--- config.mk ---
export PLATFORM = sky130hd
export DESIGN_NAME = sdrrpm_ctrl
export DESIGN_NICKNAME = d
export VERILOG_FILES = /design/src/common/sdrrpm_pkg.sv /design/src/hw/sdrrpm_wait_timer.sv /design/src/hw/sdrrpm_ctrl.sv
export SDC_FILE = /design/constraint.sdc
export NUM_CORES = 1
export LEC_CHECK = 0
export BUFFER_PORTS_ARGS = -buffer_cell sky130_fd_sc_hd__buf_4
export CORE_MARGIN = 4
export CORE_UTILIZATION = 51
export DETAILED_ROUTE_END_ITERATION = 7
export HOLD_SLACK_MARGIN = 0.05
export PLACE_DENSITY = 0.9
export SYNTH_ARGS = -nofsm -noshare
export SYNTH_HDL_FRONTEND = slang
export SYNTH_SLANG_ARGS = --single-unit
export TNS_END_PERCENT = 20
--- constraint.sdc ---
create_clock -name sys_clk_in -period 3.45 [get_ports sys_clk_in]
set_input_delay 0.345 -clock sys_clk_in [delete_from_list [all_inputs] [get_ports sys_clk_in]]
set_output_delay 0.345 -clock sys_clk_in [all_outputs]
set_load 0.1 [all_outputs]
--- src/common/sdrrpm_pkg.sv ---
// Package with commands, timing constants and states of the refresh and power-down controller
`default_nettype none
package sdrrpm_pkg;
  // Clock period in picoseconds (50 MHz)
  localparam int CLK_PERIOD_PS = 20000;
  // Refresh budget: rows per interval, interval in ms
  localparam int REFRESH_ROWS = 4096;
  localparam int REFRESH_INTERVAL_MS = 64;
  localparam int REFRESH_INTERVAL_PS_PER_ROW = (REFRESH_INTERVAL_MS * 1000000) / REFRESH_ROWS;
  // Longest spacing between refreshes, rounded down: 15625 ns -> 781 cycles
  localparam int REFRESH_GAP_CYC = (REFRESH_INTERVAL_PS_PER_ROW * 1000) / CLK_PERIOD_PS;
  // Refresh cycle time in ns (row cycle time figure, slower grade)
  localparam int REFRESH_CYCLE_TIME_NS = 70;
  localparam int MODE_SET_WAIT_NS = 20;
  localparam int SELF_REFRESH_EXIT_WAIT_NS = 10;
  localparam int POWER_DOWN_EXIT_WAIT_NS = 10;
  localparam int ACTIVATE_SPACING_NS = 20;
  // Least times rounded up to whole cycles, never below one
  function automatic int ns_to_cyc(input int ns);
    int c;
    c = (ns * 1000 + CLK_PERIOD_PS - 1) / CLK_PERIOD_PS;
    return (c < 1) ? 1 : c;
  endfunction : ns_to_cyc
  localparam int REFRESH_CYCLE_CYC = ns_to_cyc(REFRESH_CYCLE_TIME_NS);
  localparam int MODE_SET_WAIT_CYC = ns_to_cyc(MODE_SET_WAIT_NS);
  localparam int SELF_REFRESH_EXIT_CYC = ns_to_cyc(SELF_REFRESH_EXIT_WAIT_NS);
  localparam int POWER_DOWN_EXIT_CYC = ns_to_cyc(POWER_DOWN_EXIT_WAIT_NS);
  localparam int ACTIVATE_SPACING_CYC = ns_to_cyc(ACTIVATE_SPACING_NS);
  // Command pin codes {cs_n, ras_n, cas_n, we_n}
  localparam logic [3:0] CMD_DESELECT = 4'hF;
  localparam logic [3:0] CMD_NOP = 4'h7;
  localparam logic [3:0] CMD_REFRESH = 4'h1;
  localparam logic [3:0] CMD_MODE_SET = 4'h0;
  localparam logic [3:0] CMD_ACTIVATE = 4'h3;
  localparam logic [3:0] CMD_PRECHARGE = 4'h2;
  localparam logic [3:0] CMD_WRITE = 4'h4;
  localparam logic [3:0] CMD_READ = 4'h5;
  // User request codes
  localparam logic [2:0] REQ_NOP = 3'h0;
  localparam logic [2:0] REQ_ACTIVATE = 3'h1;
  localparam logic [2:0] REQ_READ = 3'h2;
  localparam logic [2:0] REQ_WRITE = 3'h3;
  localparam logic [2:0] REQ_PRECHARGE = 3'h4;
  localparam logic [2:0] REQ_MODE_SET = 3'h5;
  // Widths
  localparam int ADDR_W = 12;
  localparam int BANK_W = 2;
  localparam int DATA_W = 64;
  localparam int MASK_W = 8;
  localparam int WAIT_W = 12;
  // Controller states, one-hot
  typedef enum logic [6:0] {
    ST_IDLE = 7'h01,
    ST_REFRESH = 7'h02,
    ST_SELF_REFRESH = 7'h04,
    ST_SR_EXIT = 7'h08,
    ST_POWER_DOWN = 7'h10,
    ST_PD_EXIT = 7'h20,
    ST_WAIT = 7'h40
  } sdrrpm_state_e;
endpackage : sdrrpm_pkg
`default_nettype wire

--- src/hw/sdrrpm_wait_timer.sv ---
// Down-counter that holds off new commands for a loaded number of cycles
`default_nettype none
module sdrrpm_wait_timer (
  input wire logic sys_clk_in,
  input wire logic reset_in,
  input wire logic load_in,
  input wire logic [sdrrpm_pkg::WAIT_W-1:0] count_in,
  output logic busy_out
);
  logic [sdrrpm_pkg::WAIT_W-1:0] count_r;
  logic [sdrrpm_pkg::WAIT_W-1:0] count_nxt;

  // Load wins over counting down
  assign count_nxt = load_in ? count_in :
                     (count_r != '0) ? count_r - 12'h001 : count_r;

  // Counter register
  always_ff @(posedge sys_clk_in) begin
    if (reset_in) begin
      count_r <= '0;
    end else begin
      count_r <= count_nxt;
    end
  end

  assign busy_out = (count_r != '0);
endmodule : sdrrpm_wait_timer
`default_nettype wire

--- src/hw/sdrrpm_ctrl.sv ---
// Host controller for refresh, self-refresh, power-down and byte masks of an SDRAM module
//
// Overview of operation
// - Device makes refresh row; controller issues 4096 auto-refreshes per 64 ms except while in power-down or self-refresh.
// - Controller issues auto-refresh only once the user has precharged every bank.
// - After auto-refresh, wait refresh cycle time before any command.
// - Self-refresh entry: cs, ras, cas low, we high, clock-gate low.
// - Exit self-refresh: stable clock, deselect or nop, then raise clock-gate.
// - After clock-gate rise, only deselect or nop for refresh cycle time.
// - After mode register set wait mode_set_wait before next command.
// - After self-refresh exit wait self_refresh_exit_wait before next command.
// - After power-down exit wait power_down_exit_wait before next command.
// - Space activates to different banks by activate_spacing.
// - Auto-refresh: cs, ras, cas low, we and clock-gate high.
// - Power-down or self-refresh only when every bank is idle; controller enforces it for self-refresh only.
`default_nettype none
module sdrrpm_ctrl (
  input wire logic sys_clk_in,
  input wire logic reset_in,
  input wire logic [2:0] req_cmd_in,
  input wire logic req_valid_in,
  input wire logic [sdrrpm_pkg::BANK_W-1:0] req_bank_in,
  input wire logic [sdrrpm_pkg::ADDR_W-1:0] req_addr_in,
  input wire logic [sdrrpm_pkg::DATA_W-1:0] wr_data_in,
  input wire logic [sdrrpm_pkg::MASK_W-1:0] wr_mask_in,
  input wire logic [sdrrpm_pkg::MASK_W-1:0] rd_mask_in,
  input wire logic self_refresh_req_in,
  input wire logic power_down_req_in,
  input wire logic [sdrrpm_pkg::DATA_W-1:0] dq_in,
  output logic req_ready_out,
  output logic cs_n_out,
  output logic ras_n_out,
  output logic cas_n_out,
  output logic we_n_out,
  output logic cke_out,
  output logic [sdrrpm_pkg::BANK_W-1:0] ba_out,
  output logic [sdrrpm_pkg::ADDR_W-1:0] addr_out,
  output logic [sdrrpm_pkg::MASK_W-1:0] byte_lane_mask_out,
  output logic [sdrrpm_pkg::DATA_W-1:0] dq_out,
  output logic dq_oe_out,
  output logic [sdrrpm_pkg::DATA_W-1:0] rd_data_out,
  output logic in_self_refresh_out,
  output logic in_power_down_out
);
  // Counter runs from GAP down to zero, so one period is REFRESH_GAP_CYC cycles
  localparam logic [11:0] GAP = 12'(sdrrpm_pkg::REFRESH_GAP_CYC - 1);

  ////////////////////////////////////////////////////////////////////////////
  // State and registers
  sdrrpm_pkg::sdrrpm_state_e state_r, state_nxt;
  logic [11:0] gap_r;
  logic refresh_due_r;
  logic [3:0] cmd_r, cmd_nxt;
  logic cke_r, cke_nxt;
  logic [1:0] ba_r;
  logic [11:0] addr_r;
  logic [7:0] mask_r;
  logic [63:0] dq_r;
  logic dq_oe_r;
  logic ready_r;
  logic in_sr_r;
  logic in_pd_r;
  logic [63:0] rd_data_r;
  logic [3:0] open_banks_r;
  logic act_busy;
  logic wait_busy;
  logic timer_load;
  logic [11:0] timer_count;

  // Decoded request conditions
  wire all_idle = (open_banks_r == 4'h0);
  wire take_req = req_valid_in && ready_r;
  wire is_act = take_req && (req_cmd_in == sdrrpm_pkg::REQ_ACTIVATE);
  wire in_idle = (state_r == sdrrpm_pkg::ST_IDLE);
  wire idle_free = in_idle && !wait_busy;
  wire go_refresh = idle_free && refresh_due_r && all_idle;
  wire go_self = idle_free && !refresh_due_r && all_idle && self_refresh_req_in;
  wire go_pd = idle_free && !refresh_due_r && !self_refresh_req_in && power_down_req_in;

  ////////////////////////////////////////////////////////////////////////////
  // Hold-off timer shared by all command-interval limits except activate spacing
  sdrrpm_wait_timer u_wait (
    .sys_clk_in(sys_clk_in),
    .reset_in(reset_in),
    .load_in(timer_load),
    .count_in(timer_count),
    .busy_out(wait_busy)
  );

  // Separate timer for bank-to-bank activate spacing
  sdrrpm_wait_timer u_act (
    .sys_clk_in(sys_clk_in),
    .reset_in(reset_in),
    .load_in(cmd_nxt == sdrrpm_pkg::CMD_ACTIVATE),
    .count_in(12'(sdrrpm_pkg::ACTIVATE_SPACING_CYC)),
    .busy_out(act_busy)
  );

  ////////////////////////////////////////////////////////////////////////////
  // Next-state and command selection
  always_comb begin
    state_nxt = state_r;
    cmd_nxt = sdrrpm_pkg::CMD_NOP;
    cke_nxt = cke_r;
    timer_load = 1'b0;
    timer_count = '0;
    case (state_r)
      sdrrpm_pkg::ST_IDLE: begin
        if (go_refresh) begin
          cmd_nxt = sdrrpm_pkg::CMD_REFRESH;
          state_nxt = sdrrpm_pkg::ST_REFRESH;
          timer_load = 1'b1;
          timer_count = 12'(sdrrpm_pkg::REFRESH_CYCLE_CYC);
        end else if (go_self) begin
          cmd_nxt = sdrrpm_pkg::CMD_REFRESH;
          cke_nxt = 1'b0;
          state_nxt = sdrrpm_pkg::ST_SELF_REFRESH;
        end else if (go_pd) begin
          cke_nxt = 1'b0;
          state_nxt = sdrrpm_pkg::ST_POWER_DOWN;
        end else if (take_req && !wait_busy && !(is_act && act_busy)) begin
          case (req_cmd_in)
            sdrrpm_pkg::REQ_ACTIVATE: cmd_nxt = sdrrpm_pkg::CMD_ACTIVATE;
            sdrrpm_pkg::REQ_READ: cmd_nxt = sdrrpm_pkg::CMD_READ;
            sdrrpm_pkg::REQ_WRITE: cmd_nxt = sdrrpm_pkg::CMD_WRITE;
            sdrrpm_pkg::REQ_PRECHARGE: cmd_nxt = sdrrpm_pkg::CMD_PRECHARGE;
            sdrrpm_pkg::REQ_MODE_SET: begin
              cmd_nxt = sdrrpm_pkg::CMD_MODE_SET;
              timer_load = 1'b1;
              timer_count = 12'(sdrrpm_pkg::MODE_SET_WAIT_CYC);
            end
            default: cmd_nxt = sdrrpm_pkg::CMD_NOP;
          endcase
        end
      end
      sdrrpm_pkg::ST_REFRESH: begin
        if (!wait_busy) begin
          state_nxt = sdrrpm_pkg::ST_IDLE;
        end
      end
      sdrrpm_pkg::ST_SELF_REFRESH: begin
        cmd_nxt = sdrrpm_pkg::CMD_DESELECT;
        // Deselect must already stand on the pins before the clock gate rises
        if (!self_refresh_req_in && (cmd_r == sdrrpm_pkg::CMD_DESELECT)) begin
          cke_nxt = 1'b1;
          state_nxt = sdrrpm_pkg::ST_SR_EXIT;
          timer_load = 1'b1;
          timer_count = 12'(sdrrpm_pkg::REFRESH_CYCLE_CYC + sdrrpm_pkg::SELF_REFRESH_EXIT_CYC);
        end
      end
      sdrrpm_pkg::ST_SR_EXIT: begin
        cmd_nxt = sdrrpm_pkg::CMD_DESELECT;
        if (!wait_busy && !timer_load) begin
          state_nxt = sdrrpm_pkg::ST_IDLE;
        end
      end
      sdrrpm_pkg::ST_POWER_DOWN: begin
        if (!power_down_req_in) begin
          cke_nxt = 1'b1;
          state_nxt = sdrrpm_pkg::ST_PD_EXIT;
          timer_load = 1'b1;
          timer_count = 12'(sdrrpm_pkg::POWER_DOWN_EXIT_CYC);
        end
      end
      sdrrpm_pkg::ST_PD_EXIT: begin
        if (!wait_busy) begin
          state_nxt = sdrrpm_pkg::ST_IDLE;
        end
      end
      default: begin
        state_nxt = sdrrpm_pkg::ST_IDLE;
      end
    endcase
  end

  ////////////////////////////////////////////////////////////////////////////
  // Refresh interval counter; set of the due flag wins over its clear
  wire refresh_issued = go_refresh;
  wire gap_done = (gap_r == 12'h000);
  always_ff @(posedge sys_clk_in) begin
    if (reset_in) begin
      gap_r <= GAP;
      refresh_due_r <= 1'b0;
    end else begin
      gap_r <= gap_done ? GAP : gap_r - 12'h001;
      refresh_due_r <= gap_done | (refresh_due_r & ~refresh_issued);
    end
  end

  ////////////////////////////////////////////////////////////////////////////
  // Bank open tracking; self-refresh wakes with all banks idle
  always_ff @(posedge sys_clk_in) begin
    if (reset_in) begin
      open_banks_r <= 4'h0;
    end else if (cmd_nxt == sdrrpm_pkg::CMD_ACTIVATE) begin
      open_banks_r <= open_banks_r | (4'h1 << req_bank_in);
    end else if (cmd_nxt == sdrrpm_pkg::CMD_PRECHARGE) begin
      open_banks_r <= req_addr_in[10] ? 4'h0 : (open_banks_r & ~(4'h1 << req_bank_in));
    end
  end

  ////////////////////////////////////////////////////////////////////////////
  // Pin registers: command, address, clock gate, masks and write data
  wire drive_addr = (cmd_nxt != sdrrpm_pkg::CMD_NOP) && (cmd_nxt != sdrrpm_pkg::CMD_DESELECT);
  wire issue_wr = (cmd_nxt == sdrrpm_pkg::CMD_WRITE);
  // Requests stay open while a bank is open, so the user can still precharge
  wire sleep_or_ref = (refresh_due_r || self_refresh_req_in) && all_idle;
  wire may_take = in_idle && !wait_busy && !sleep_or_ref && !power_down_req_in && cke_r;
  always_ff @(posedge sys_clk_in) begin
    if (reset_in) begin
      state_r <= sdrrpm_pkg::ST_IDLE;
      cmd_r <= sdrrpm_pkg::CMD_NOP;
      cke_r <= 1'b1;
      ba_r <= '0;
      addr_r <= '0;
      mask_r <= 8'hFF;
      dq_r <= '0;
      dq_oe_r <= 1'b0;
      ready_r <= 1'b0;
      in_sr_r <= 1'b0;
      in_pd_r <= 1'b0;
    end else begin
      state_r <= state_nxt;
      cmd_r <= cmd_nxt;
      cke_r <= cke_nxt;
      ba_r <= drive_addr ? req_bank_in : ba_r;
      addr_r <= drive_addr ? req_addr_in : addr_r;
      mask_r <= issue_wr ? wr_mask_in : rd_mask_in;
      dq_r <= wr_data_in;
      dq_oe_r <= issue_wr;
      ready_r <= may_take;
      in_sr_r <= (state_nxt == sdrrpm_pkg::ST_SELF_REFRESH);
      in_pd_r <= (state_nxt == sdrrpm_pkg::ST_POWER_DOWN);
    end
  end

  // Read data capture; masked lanes are floating at the pins two cycles on
  always_ff @(posedge sys_clk_in) begin
    if (reset_in) begin
      rd_data_r <= '0;
    end else begin
      rd_data_r <= dq_in;
    end
  end

  assign req_ready_out = ready_r;
  assign {cs_n_out, ras_n_out, cas_n_out, we_n_out} = cmd_r;
  assign cke_out = cke_r;
  assign ba_out = ba_r;
  assign addr_out = addr_r;
  assign byte_lane_mask_out = mask_r;
  assign dq_out = dq_r;
  assign dq_oe_out = dq_oe_r;
  assign rd_data_out = rd_data_r;
  assign in_self_refresh_out = in_sr_r;
  assign in_power_down_out = in_pd_r;
endmodule : sdrrpm_ctrl
`default_nettype wire

Word-level counts from Yosys, hierarchy flattened --
Cells that the tools add are included.
Storage, ports and cells: input bits 166, output and inout bits 159, logic and storage cells 133, flip-flop bits (word level) 207
Cells by class: reductions and logical operators 39, bitwise logic cells 6, shift-type cells 1, multiplexer cells 43, equal/unequal tests 23, $add $sub $neg 3
Operators by type and width (number):
- $mux W7 | 6
- $sub A12 B1 Y12 const B | 3
- $pmux W7 S4 | 1
- $mux W12 | 2
- $reduce_bool A12 Y1 | 2
- $logic_and A1 B1 Y1 | 19
- $mux W1 | 19
- $mux W3 | 6
- $pmux W3 S5 | 1
- $eq A7 B3 Y1 const B | 2
- $eq A7 B5 Y1 const B | 2
- $logic_not A12 Y1 | 1
- $mux W4 | 3
- $pmux W3 S3 | 1
- $eq A4 B2 Y1 const B | 2
- $mux W8 | 1
- $pmux W4 S2 | 1
- $eq A7 B1 Y1 const B | 1
- $eq A7 B2 Y1 const B | 1
- $eq A7 B4 Y1 const B | 1
- $eq A7 B6 Y1 const B | 1
- $eq A3 B2 Y1 const B | 2
- $eq A3 B3 Y1 const B | 2
- $logic_not A1 Y1 | 6
- 22 further kinds | 29

Logic depth before layout (Yosys ltp) --
Gate-level depths: netlist of run 1.
word-level depth 13, mapped depth 8, depth with buffers taken out 7

Hierarchy --
A second synthesis of run 1 with hierarchy kept.
Unflattened totals: cell total of the unflattened synthesis 721, area, all modules 7330.8 sq um
Modules (own cells, without submodules):
- sdrrpm_ctrl | area each 5929.4 sq um, cells an instance 551, times used 1
- sdrrpm_wait_timer | area each 700.7 sq um, cells an instance 85, times used 2

Least setup slack after synthesis of run 1 --
Ideal clock, no wire load.
path type reg2reg, start register ready_r, in the netlist req_ready_out, end register mask_r[0], in the netlist byte_lane_mask_out[0], cell stages (with the launch flop) 7, data required time 3.321 ns, path buffers 1, arrival time 2.155 ns, path slack 1.166 ns, cell sequence dfxtp_1 -> nand2_1 -> or3_1 -> nor4_2 -> buf_4 -> mux2i_1 -> nand2_1
Between the ends: word-level cells in the longest chain between the ends 12, elaborated cells on any way between the ends 13, those cells by class eq/ne (1); mux (6); reduce/logical (6)
Ends and longest elaborated chain:
- start, declared | RTL line sdrrpm_ctrl.sv:60 | logic ready_r;
- start signal, assigned | RTL line sdrrpm_ctrl.sv:231 | ready_r <= may_take;
- $logic_and A1 B1 Y1 * | RTL line sdrrpm_ctrl.sv:72 | wire take_req = req_valid_in && ready_r;
- $logic_and A1 B1 Y1 | RTL line sdrrpm_ctrl.sv:73 | wire is_act = take_req && (req_cmd_in == sdrrpm_pkg::REQ_ACTIVATE);
- $logic_and A1 B1 Y1 | RTL line sdrrpm_ctrl.sv:121 | end else if (take_req && !wait_busy && !(is_act && act_busy)) begin
- $logic_not A1 Y1 | RTL line sdrrpm_ctrl.sv:121
- $logic_and A1 B1 Y1 * | RTL line sdrrpm_ctrl.sv:121
- $mux W3 * | RTL line sdrrpm_ctrl.sv:121
- $mux W3 * | RTL line sdrrpm_ctrl.sv:118 | end else if (go_pd) begin
- $mux W3 * | RTL line sdrrpm_ctrl.sv:114 | end else if (go_self) begin
- $mux W3 * | RTL line sdrrpm_ctrl.sv:109 | if (go_refresh) begin
- $pmux W4 S2 * | RTL line sdrrpm_ctrl.sv:107 | case (state_r)
- $eq A4 B3 Y1 * | RTL line sdrrpm_ctrl.sv:205 | wire issue_wr = (cmd_nxt == sdrrpm_pkg::CMD_WRITE);
- $mux W8 * | RTL line sdrrpm_ctrl.sv:228 | mask_r <= issue_wr ? wr_mask_in : rd_mask_in;
- end signal, assigned | RTL line sdrrpm_ctrl.sv:228
- end, declared | RTL line sdrrpm_ctrl.sv:57 | logic [7:0] mask_r;
Mark *: on every way between the ends. The rest lies on a longest branch, timed or not. A chain may end at the register's enable or synchronous reset.

Worst setup path after layout of run 1 --
start register u_wait.count_r[0] (netlist bit), end register u_wait.count_r[7] (netlist bit)
Between the ends: word-level cells in the longest chain between the ends 11, elaborated cells on any way between the ends 21, those cells by class add/sub (1); mux (7); reduce/logical (13)
Ends and longest elaborated chain:
- start, declared | RTL line sdrrpm_wait_timer.sv:10 | logic [sdrrpm_pkg::WAIT_W-1:0] count_r;
- start signal, assigned | RTL line sdrrpm_wait_timer.sv:22 | count_r <= count_nxt;
- $reduce_bool A12 Y1 | RTL line sdrrpm_wait_timer.sv:15, sdrrpm_wait_timer.sv:26
- $logic_not A1 Y1 | RTL line sdrrpm_ctrl.sv:75, sdrrpm_ctrl.sv:121
- $logic_and A1 B1 Y1 | RTL line sdrrpm_ctrl.sv:75 | wire idle_free = in_idle && !wait_busy;
- $logic_and A1 B1 Y1 | RTL line sdrrpm_ctrl.sv:77, sdrrpm_ctrl.sv:78
- $logic_and A1 B1 Y1 (2 in a row) | RTL line sdrrpm_ctrl.sv:78 | wire go_pd = idle_free && !refresh_due_r && !self_refresh_req_in && power_down_req_in;
- $mux W1 | RTL line sdrrpm_ctrl.sv:118
- $mux W1 | RTL line sdrrpm_ctrl.sv:114
- $mux W1 | RTL line sdrrpm_ctrl.sv:109
- $pmux W1 S3 | RTL line sdrrpm_ctrl.sv:107
- $mux W12 / $reduce_bool A2 Y1 (equally long branches)
Several ways; a longest one is shown, not always the timed one. The select of a mux whose other input is x is not followed.

==> out/qor.csv, run 1 <==
stage,metric,value,unit
placed_design,portBuffers,324,
yosys,synth.yosys.warnings,0,
finish,diodes,0,
grt,grt_max_degree,106,
pwr,switching_share,37.4,%
route,vias_per_cell,5.28,
sta,setup_tns,0,ns
floorplanning,rows,43,
sta,tightest_slew,1.02,ns
clock_tree,htree_num_levels,1,
pwr,leakage,4.77,nW
finish,finalNonFillerCells,1246,
yosys,synth.distinct_cells,66,
sta,hold_violations,0,
floorplanning,initial_core_util,52.8,%
route,vias,6579,
grt,grt_pass1_vias,6805,
placed_design,dpl.cell_count,1194,
yosys,synthMuxAreaShare,1.21,%
clock_tree,cts_buffers,21,
worst_setup_path,cp_max_fo,39,
route,drcViolationCount,0,
yosys,synth_nets,891,
worst_setup_path,required,3.80,ns
run_status,status,completed,
grt,antenna_found_initial,1,
sta,slew_headroom,32.0,%
yosys,ys_seq_elements,207,
hold_path,worstHoldPathCells,2,
yosys,synth-xor-area-share,3.30,%
pwr,switchingPower,2.85,mW
sta,fmax,426,MHz
placed_design,gp_congestion,0.904,
yosys,ys_async_sr_fraction,0,%
route,drt_pass1_iterations,5,
yosys,seq_area_frac_synth,55.7,%
clock_tree,post-cts-setup-buffers,0,
worst_setup_path,start_kind,register,
yosys,synthSimpleGateAreaFrac,26.9,%
worst_setup_path,reg2reg_depth,7,
pwr,p_int,4.78,mW
finish,syn_to_final_growth,45.1,%
clock_tree,cts_sinks,207,
pwr,clkPwrFrac,30.0,%
yosys,synth_compound_area_share,9.15,%
sta,drv_slew,0,
route,ant_nets,0,
pwr,ir_drop,547,µV
yosys,synth_area,7440,µm²
sta,rsz0062_at_grt,false,
finish,final_layout_size_suffix_gt1_share,35.9,%
clock_tree,path_clk_slew,0.07,ns
finish,finalNetCount,1222,
worst_setup_path,reg2reg_from,u_wait.count_r[0],
floorplanning,core_area,14100,µm²
clock_tree,clock_path_buffers,3,
clock_tree,insertion_delay,0.49,ns
clock_tree,cts_tree,done,
pwr,p_seq_share,36.9,%
yosys,synth_top_family_by_area,simple AND/OR/NAND/NOR gates,
yosys,syn_area_per_cell,10.3,µm²
yosys,synthAdderAreaFrac,0.841,%
grt,overflow,0,
floorplanning,die_w,129,µm
worst_setup_path,criticalPathCategory,reg -> reg,
clock_tree,cts_root_buf,clkbuf_16,
sta,finalCriticalPeriod,2.35,ns
hold_path,min_from,dq_in[56],
grt,track_usage,26.4,%
clock_tree,cts-resized-gates,0,
hold_path,hold_class,in -> reg,
sta,skew,0.0172,ns
yosys,netlist_instances,720,
sta,min_period_over_period,68.0,%
pwr,p_per_area,707,nW/µm²
worst_setup_path,cp_data_arrival_time,2.70,ns
worst_setup_path,r2r_end,u_wait.count_r[7],
grt,grt_pass1_wl,34900,µm
sta,setup_violations,0,
route,drt_iter0_markers,384,
floorplanning,die_area,16600,µm²
placed_design,hpwl,16400,µm
floorplanning,fp.dieH,129,µm
worst_setup_path,r2r_slack,1.10,ns
run,maxCapViolCount,0,
worst_setup_path,critPathCaptureType,register,
floorplanning,io_pins,325,
hold_path,min_to,rd_data_out[56],
yosys,ys.flop_type,dfxtp_1,
yosys,synth_edf_count,0,
route,wire_per_inst,18.6,µm
route,finalWirelength,23200,µm
pwr,p_comb_share,33.1,%
==> cells by family (layout without fill, tap and decap cells) <==
kind of cell / after synthesis / in the layout
XOR/XNOR: 28 / 28
AO/OA/AOI/OAI: 86 / 86
flip-flops: 207 / 207
multiplexers: 9 / 9
other: 1 / 1
buffers and inverters: 44 / 390
AND/OR/NAND/NOR: 340 / 340
adder cells (fa/ha/maj): 5 / 5
==> power groups by stage <==
stage | logic, mW | registers (mW) | clock network [mW]
after floorplan | 0.957 | 3.83 | 0
after global placement | 2.44 | 2.84 | 0
after detailed placement | 2.48 | 2.86 | 0
after CTS | 2.53 | 2.81 | 2.32
after global routing | 2.69 | 2.84 | 2.42
final | 2.53 | 2.82 | 2.29
==> worst max-delay path by stage <==
stage | from | to | slack, ns | depth (start not counted)
floorplan | req_ready_out | byte_lane_mask_out[0] | 1.17 | 6
global placement | open_banks_r[3] | addr_out[0] | 1.27 | 4
detailed placement | open_banks_r[3] | addr_out[11] | 1.18 | 4
CTS | u_act.count_r[0] | addr_out[9] | 1.11 | 8
global route | open_banks_r[3] | addr_out[10] | 0.90 | 4
finish | u_wait.count_r[0] | u_wait.count_r[7] | 1.10 | 7
==> cell usage in the layout (no fill, tap or decap), drive strengths merged, types with 3 or more instances in the layout <==
cell	instances
a211oi	5
a21oi	16
a2bb2oi	14
a31oi	3
and2	5
and3	4
buf	328
clkbuf	30
clkinv	5
dfxtp	207
dlygate4sd3	14
ha	5
inv	11
mux2i	9
nand2	44
nand2b	10
nand3	22
nand3b	7
nand4	7
nand4b	4
nor2	52
nor2b	140
nor3	14
nor3b	4
nor4	13
o211ai	7
o21ai	8
o311ai	16
o31ai	7
or4	6
xnor2	12
xor2	16
==> registers in the layout (all words and copies together) (netlist names), 7 cells and up <==
name	cells
addr_out	12
u_wait.count_r	12
state_r	7
u_act.count_r	12
rd_data_out	64
byte_lane_mask_out	8
dq_out	64
gap_r	12
==> what timing repair did <==
| item | in CTS | in global routing |
|---|---|---|
| endpoints found under the hold margin | 14 | 0 |
| endpoints found under the setup margin | 0 | 0 |
| hold buffers | 14 | 0 |
==> cell usage after synthesis, types with 7 or more instances <==
library cell,count,area share [%]
nand2_1,44,2.2
dfxtp_1,207,56
nand3b_1,7,0.71
a2bb2oi_1,14,1.6
mux2i_1,9,1.2
nor2b_1,140,12
nor4_1,8,0.67
o311ai_1,14,1.6
nor3_1,10,0.67
xor2_1,16,1.9
clkbuf_1,21,1.1
nand3_1,21,1.4
o31ai_1,7,0.71
xnor2_1,12,1.4
inv_1,10,0.50
nor2_1,52,2.6
a21oi_1,16,1.1
nand2b_1,10,0.84
nand4_1,7,0.59
==> worst max-delay path, stage by stage (launching register included) <==
cell and delay (ns):
dfxtp_1 0.34, inv_1 0.10, ha_1 0.26, nor4b_4 0.39
and3_4 0.54, a41oi_1 0.26, o211ai_4 0.23, nor2_1 0.10
==> through the flow <==
step | utilization (%) | total power [mW] | hold slack (ns) | worst slack (ns) | cell area [µm²]
floorplan | - | 4.78 | 0.414 | 1.17 | 7440
global placement | 70.6 | 5.28 | 0.430 | 1.27 | 9960
detailed placement | 70.6 | 5.33 | 0.434 | 1.18 | 9960
CTS | 76.6 | 7.66 | 0.0508 | 1.11 | 10800
global route | 76.6 | 7.95 | 0.0573 | 0.895 | 10800
finish | 76.6 | 7.64 | 0.0621 | 1.10 | 10800
==> cell type report <==
cell class	instances	area, µm²
clock buffers	30	609
clock inverters	8	93.8
fillers	927	3300
inverters	10	37.5
multi-input cells	469	3090
flip-flops and latches	207	4140
well taps	180	225
repair buffers	342	2600
==> routing by layer <==
layer | GRT usage (%) | share of wire [%] | up-vias
li1 | - | - | 3114
met1 | 27.1 | 34 | 3072
met2 | 48.1 | 52 | 326
met3 | 9.51 | 10 | 65
met4 | 11.3 | 4.5 | 2
met5 | 0 | 0.030 | -
Power figures use the tool's default switching activity.
==> run 2, diff against run 1 <==
Settings changed: CORE_UTILIZATION 51 to 43, PLACE_DENSITY 0.9 to 0.81.
Clock period 3.45 ns to 2 ns, I/O delays scaled along.
==> run 2 against run 1 <==
Effect of this change:
- combinational power is 100% higher
- largest power group is now combinational logic
- worst hold slack improved by 0.049 ns
- maximum frequency increased by 19%
- highest routed layer is now met4
- wire length increased by 14%
- global-route usage decreased by 1.7 points
- via count increased by 12%
- utilization shrank 0.78 points
- clock skew down 0.012 ns
- register-to-register slack got worse by 1.1 ns
- largest cell class is now buffers
- critical endpoint is now addr_out[9]
- sequential power is 73% higher
==> out/qor.csv, run 2 (synthesis results as in run 1) <==
stage,metric,value,unit
floorplanning,die_w,140,µm
route,vias_per_cell,5.01,
placed_design,portBuffers,324,
hold_path,worstHoldPathCells,4,
run_status,status,completed,
route,drcViolationCount,0,
sta,setup_violations,0,
floorplanning,rows,47,
sta,timing.final.ws_setup,0.0298,ns
run,maxCapViolCount,0,
floorplanning,initial_core_util,44.4,%
hold_path,min_from,req_addr_in[3],
clock_tree,cts_sinks,207,
clock_tree,path_clk_slew,0.06,ns
sta,skew,0.00478,ns
floorplanning,die_area,19500,µm²
finish,finalNetCount,1400,
worst_setup_path,cp_data_arrival_time,2.34,ns
worst_setup_path,cp_max_fo,28,
placed_design,dpl.cell_count,1254,
clock_tree,insertion_delay,0.49,ns
grt,grt_max_degree,95,
pwr,clkPwrFrac,28.5,%
pwr,p_int,8.80,mW
finish,finalNonFillerCells,1468,
finish,utilization,75.8,%
pwr,p_seq_share,35.0,%
pwr,ir_drop,816,µV
route,ant_nets,0,
finish,fill_cells,1003,
pwr,switching_share,37.0,%
pwr,p_comb_share,36.5,%
sta,tightest_slew,0.918,ns
route,drt_pass1_iterations,5,
clock_tree,cts_buffers,22,
finish,syn_to_final_growth,70.8,%
placed_design,hpwl,15400,µm
sta,setup_tns,0,ns
sta,finalCriticalPeriod,1.97,ns
grt,track_usage,24.6,%
finish,layout_common_cells,"buf_4, dfxtp_1, dlygate4sd3_1",
sta,rsz0062_at_grt,true,
sta,fmax,508,MHz
route,wire_per_inst,18.0,µm
placed_design,gp_congestion,0.891,
worst_setup_path,reg2reg_from,u_wait.count_r[1],
route,vias,7354,
sta,drv_slew,0,
grt,grt_pass1_vias,7562,
route,finalWirelength,26400,µm
worst_setup_path,criticalPathCategory,reg -> reg,
placed_design,post_dp_cell_area,10200,µm²
finish,design_area,12700,µm²
pwr,switchingPower,5.16,mW
worst_setup_path,required,2.37,ns
hold_path,hold_class,in -> reg,
hold_path,min_to,addr_out[3],
worst_setup_path,critPathCaptureType,register,
finish,final_layout_size_suffix_gt1_share,35.4,%
pwr,p_total,14.0,mW
sta,hold_violations,0,
grt,antenna_found_initial,3,
clock_tree,cts_root_buf,clkbuf_16,
worst_setup_path,r2r_end,addr_out[9],
grt,grt_pass1_wl,39200,µm
clock_tree,htree_num_levels,1,
floorplanning,fp.dieH,140,µm
worst_setup_path,start_kind,register,
route,drt_iter0_markers,273,
pwr,leakage,5.58,nW
sta,min_period_over_period,98.5,%
sta,slew_headroom,38.8,%
floorplanning,io_pins,325,
worst_setup_path,r2r_slack,0.03,ns
sta,whs,0.111,ns
floorplanning,core_area,16800,µm²
pwr,p_per_area,1100,nW/µm²
finish,final_common_cell,buf_4,
placed_design,dp_slack,0.0269,ns
clock_tree,cts_tree,done,
grt,overflow,0,
worst_setup_path,reg2reg_depth,8,
clock_tree,clock_path_buffers,3,
run 2: timing repair:
item	in CTS	in global routing
cloned	0	4
pin swaps	0	13
endpoints found under the setup margin	1	56
resized for setup	1	28
endpoints found under the hold margin	146	0
setup buffers	0	15
hold buffers	152	0
run 2: layout make-up:
| cell class | count | area (µm²) | area share, % |
|---|---|---|---|
| diodes | 4 | 10.0 | 0.0788 |
| clock buffers | 34 | 646 | 5.08 |
| clock inverters | 5 | 63.8 | 0.502 |
| inverters | 10 | 37.5 | 0.295 |
| multi-input cells | 469 | 3170 | 24.9 |
| flip-flops and latches | 207 | 4150 | 32.7 |
| well taps | 220 | 275 | 2.17 |
| repair buffers | 519 | 4350 | 34.3 |
run 2: per-layer routing:
metal / track usage (%) / routed length [µm] / part of all wire [%] / up-vias
met4: 10.5 / 1150 / 4.3 / 0
met2: 45.3 / 13800 / 52 / 342
li1: - / - / - / 3487
met1: 26.5 / 9390 / 36 / 3449
met3: 6.69 / 2090 / 7.9 / 76
met5: 0 / 0 / 0 / -
run 2: worst max-delay path, cell delays in order, from the launching register on:
cell and delay [ns]:
dfxtp_2 0.33, inv_2 0.05, ha_2 0.17, nor4b_4 0.26, buf_4 0.19, and3_4 0.26, buf_12 0.19, a2bb2oi_1 0.24
o311ai_2 0.13
run 2: power groups by stage:
stage / Sequential, mW / Combinational (mW) / Clock, mW
6_report: 4.88 / 5.09 / 3.98
5_1_grt: 4.92 / 5.37 / 4.23
4_1_cts: 4.83 / 4.74 / 4.04
3_5_place_dp: 4.92 / 4.47 / 0
3_3_place_gp: 4.90 / 4.42 / 0
2_1_floorplan: 6.60 / 1.65 / 0
run 2: worst max path at each step:
stage	from	slack (ns)	to	cells after the start
after floorplan	cmd_r[3]	-0.09	cke_out	5
after global placement	u_wait.count_r[1]	0.10	u_wait.count_r[1]	8
after detailed placement	u_wait.count_r[0]	0.03	u_wait.count_r[1]	8
after CTS	u_wait.count_r[0]	0.01	u_wait.count_r[1]	8
after global routing	u_act.count_r[1]	-0.06	addr_out[7]	9
final	u_wait.count_r[1]	0.03	addr_out[9]	8
==> run 3, diff against run 2 <==
Settings changed: CORE_UTILIZATION 43 to 47, PLACE_DENSITY 0.81 to 0.84.
Clock period 2 ns to 1.95 ns, I/O delays scaled along.
==> run 3 against run 2 <==
Effect of this change:
- the flow now finishes with violations (setup timing)
- clock power grew 7.8%
- register-to-register slack lost 0.08 ns
- first-iteration DRC count is 130% higher
- maximum frequency is 1.5% lower
- worst setup slack got worse by 0.079 ns
- global-route usage grew 4.6 points
- via count up 1.8%
- sequential power grew 3%
- wire length is 9.3% higher
- design area up 0.62%
- largest cell class unchanged
- highest routed layer unchanged
==> out/qor.csv, run 3 (synthesis results as in run 1) <==
stage,metric,value,unit
run_status,status,finished with violations,
run_status,violations,setup timing,
grt,grt_pass1_vias,7785,
grt,grt_max_degree,95,
finish,final_layout_size_suffix_gt1_share,36.5,%
sta,setup_tns,-0.0708,ns
route,wire_per_inst,19.8,µm
clock_tree,path_clk_slew,0.07,ns
floorplanning,io_pins,325,
clock_tree,cts_sinks,207,
grt,antenna_found_initial,2,
clock_tree,htree_num_levels,1,
sta,finalCriticalPeriod,2.00,ns
clock_tree,clock_path_buffers,3,
worst_setup_path,cp_data_arrival_time,2.39,ns
floorplanning,initial_core_util,48.4,%
grt,track_usage,29.2,%
worst_setup_path,criticalPathCategory,reg -> reg,
sta,rsz0062_at_grt,true,
finish,finalNonFillerCells,1460,
route,ant_nets,0,
clock_tree,cts_root_buf,clkbuf_16,
sta,hold_violations,0,
hold_path,worstHoldPathCells,3,
route,drt_iter0_markers,633,
placed_design,portBuffers,324,
finish,finalNetCount,1403,
run,maxCapViolCount,0,
finish,final_common_cell,buf_4,
route,vias_per_cell,5.13,
worst_setup_path,reg2reg_depth,8,
sta,slew_headroom,64.6,%
sta,tightest_slew,0.528,ns
finish,fill_cells,807,
route,finalWirelength,28800,µm
floorplanning,core_area,15400,µm²
route,drt_pass1_iterations,5,
sta,fmax,500,MHz
clock_tree,cts_tree,done,
sta,min_period_over_period,103,%
floorplanning,die_w,134,µm
worst_setup_path,cp_max_fo,6,
clock_tree,cts_buffers,22,
sta,setup_violations,2,
placed_design,dpl.cell_count,1255,
placed_design,dp_slack,-0.0195,ns
pwr,p_per_area,1160,nW/µm²
worst_setup_path,critPathCaptureType,register,
placed_design,gp_congestion,0.938,
route,vias,7489,
placed_design,hpwl,16000,µm
clock_tree,insertion_delay,0.50,ns
finish,layout_common_cells,"buf_4, dfxtp_1, dlygate4sd3_1",
finish,syn_to_final_growth,71.9,%
worst_setup_path,required,2.34,ns
floorplanning,rows,45,
grt,overflow,0,
sta,timing.final.ws_setup,-0.0494,ns
finish,utilization,83.2,%
pwr,leakage,5.65,nW
route,drcViolationCount,0,
sta,skew,0.0121,ns
grt,grt_pass1_wl,41800,µm
floorplanning,fp.dieH,134,µm
sta,drv_slew,0,
hold_path,hold_class,in -> reg,
pwr,ir_drop,695,µV
floorplanning,die_area,17900,µm²
sta,whs,0.0735,ns
worst_setup_path,start_kind,register,
run 3: timing repair:
item	in CTS	in global routing
pin swaps	2	22
buffers inserted	0	11
endpoints found under the setup margin	19	63
hold endpoints to repair	145	0
cloned	0	4
resized for setup	4	32
hold buffers	150	0
run 3: path summary, 6_finish.rpt:
check / slack (ns) / startpoint / endpoint
setup / recovery: -0.05 / u_wait.count_r[0] / u_wait.count_r[0]
hold / removal: 0.07 / req_cmd_in[1] / cmd_r[2]
setup reg to reg: -0.05 / u_wait.count_r[0] / u_wait.count_r[0]
hold reg to reg: 0.46 / gap_r[0] / gap_r[0]
run 3: worst max-delay path, cell delays in order (launching register included):
cell	delay (ns)
dfxtp_2	0.33
inv_2	0.07
ha_4	0.13
nor4b_4	0.26
nand3_4	0.14
buf_8	0.17
o311ai_4	0.43
nand4_1	0.15
and3b_1	0.22
run 3: report_power, final:
group	total (mW)	internal, mW	switching (mW)
combinational	5.53	2.09	3.44
clock	4.29	2.57	1.73
sequential	5.01	4.67	0.339
run 3: per-stage QoR:
stage               area (µm²)  total power, mW
finish                   12800             14.8
global route             12800             15.4
CTS                      12500             14.3
detailed placement       10300             9.75
global placement         10300             9.68
floorplan                 7440             8.46
run 3: layer usage:
| metal | vias up | wire, µm | track usage, % | part of all wire, % |
|---|---|---|---|---|
| met1 | 3549 | 10200 | 31.5 | 35 |
| met3 | 61 | 2460 | 8.55 | 8.5 |
| met2 | 390 | 15200 | 54.8 | 53 |
| li1 | 3489 | - | - | - |
| met5 | - | 0 | 0 | 0 |
| met4 | 0 | 901 | 9.20 | 3.1 |
run 3: cell type report:
cell class                 count  area, µm²  share of cell area (%)
multi-input combinational    471       3240                    25.3
sequential                   207       4150                    32.5
antenna                        2       5.00                  0.0391
timing repair buffer         520       4360                    34.1
clock inverter                 9       95.1                   0.744
inverter                      10       37.5                   0.294
tap                          211        264                    2.06
clock buffer                  30        642                    5.02
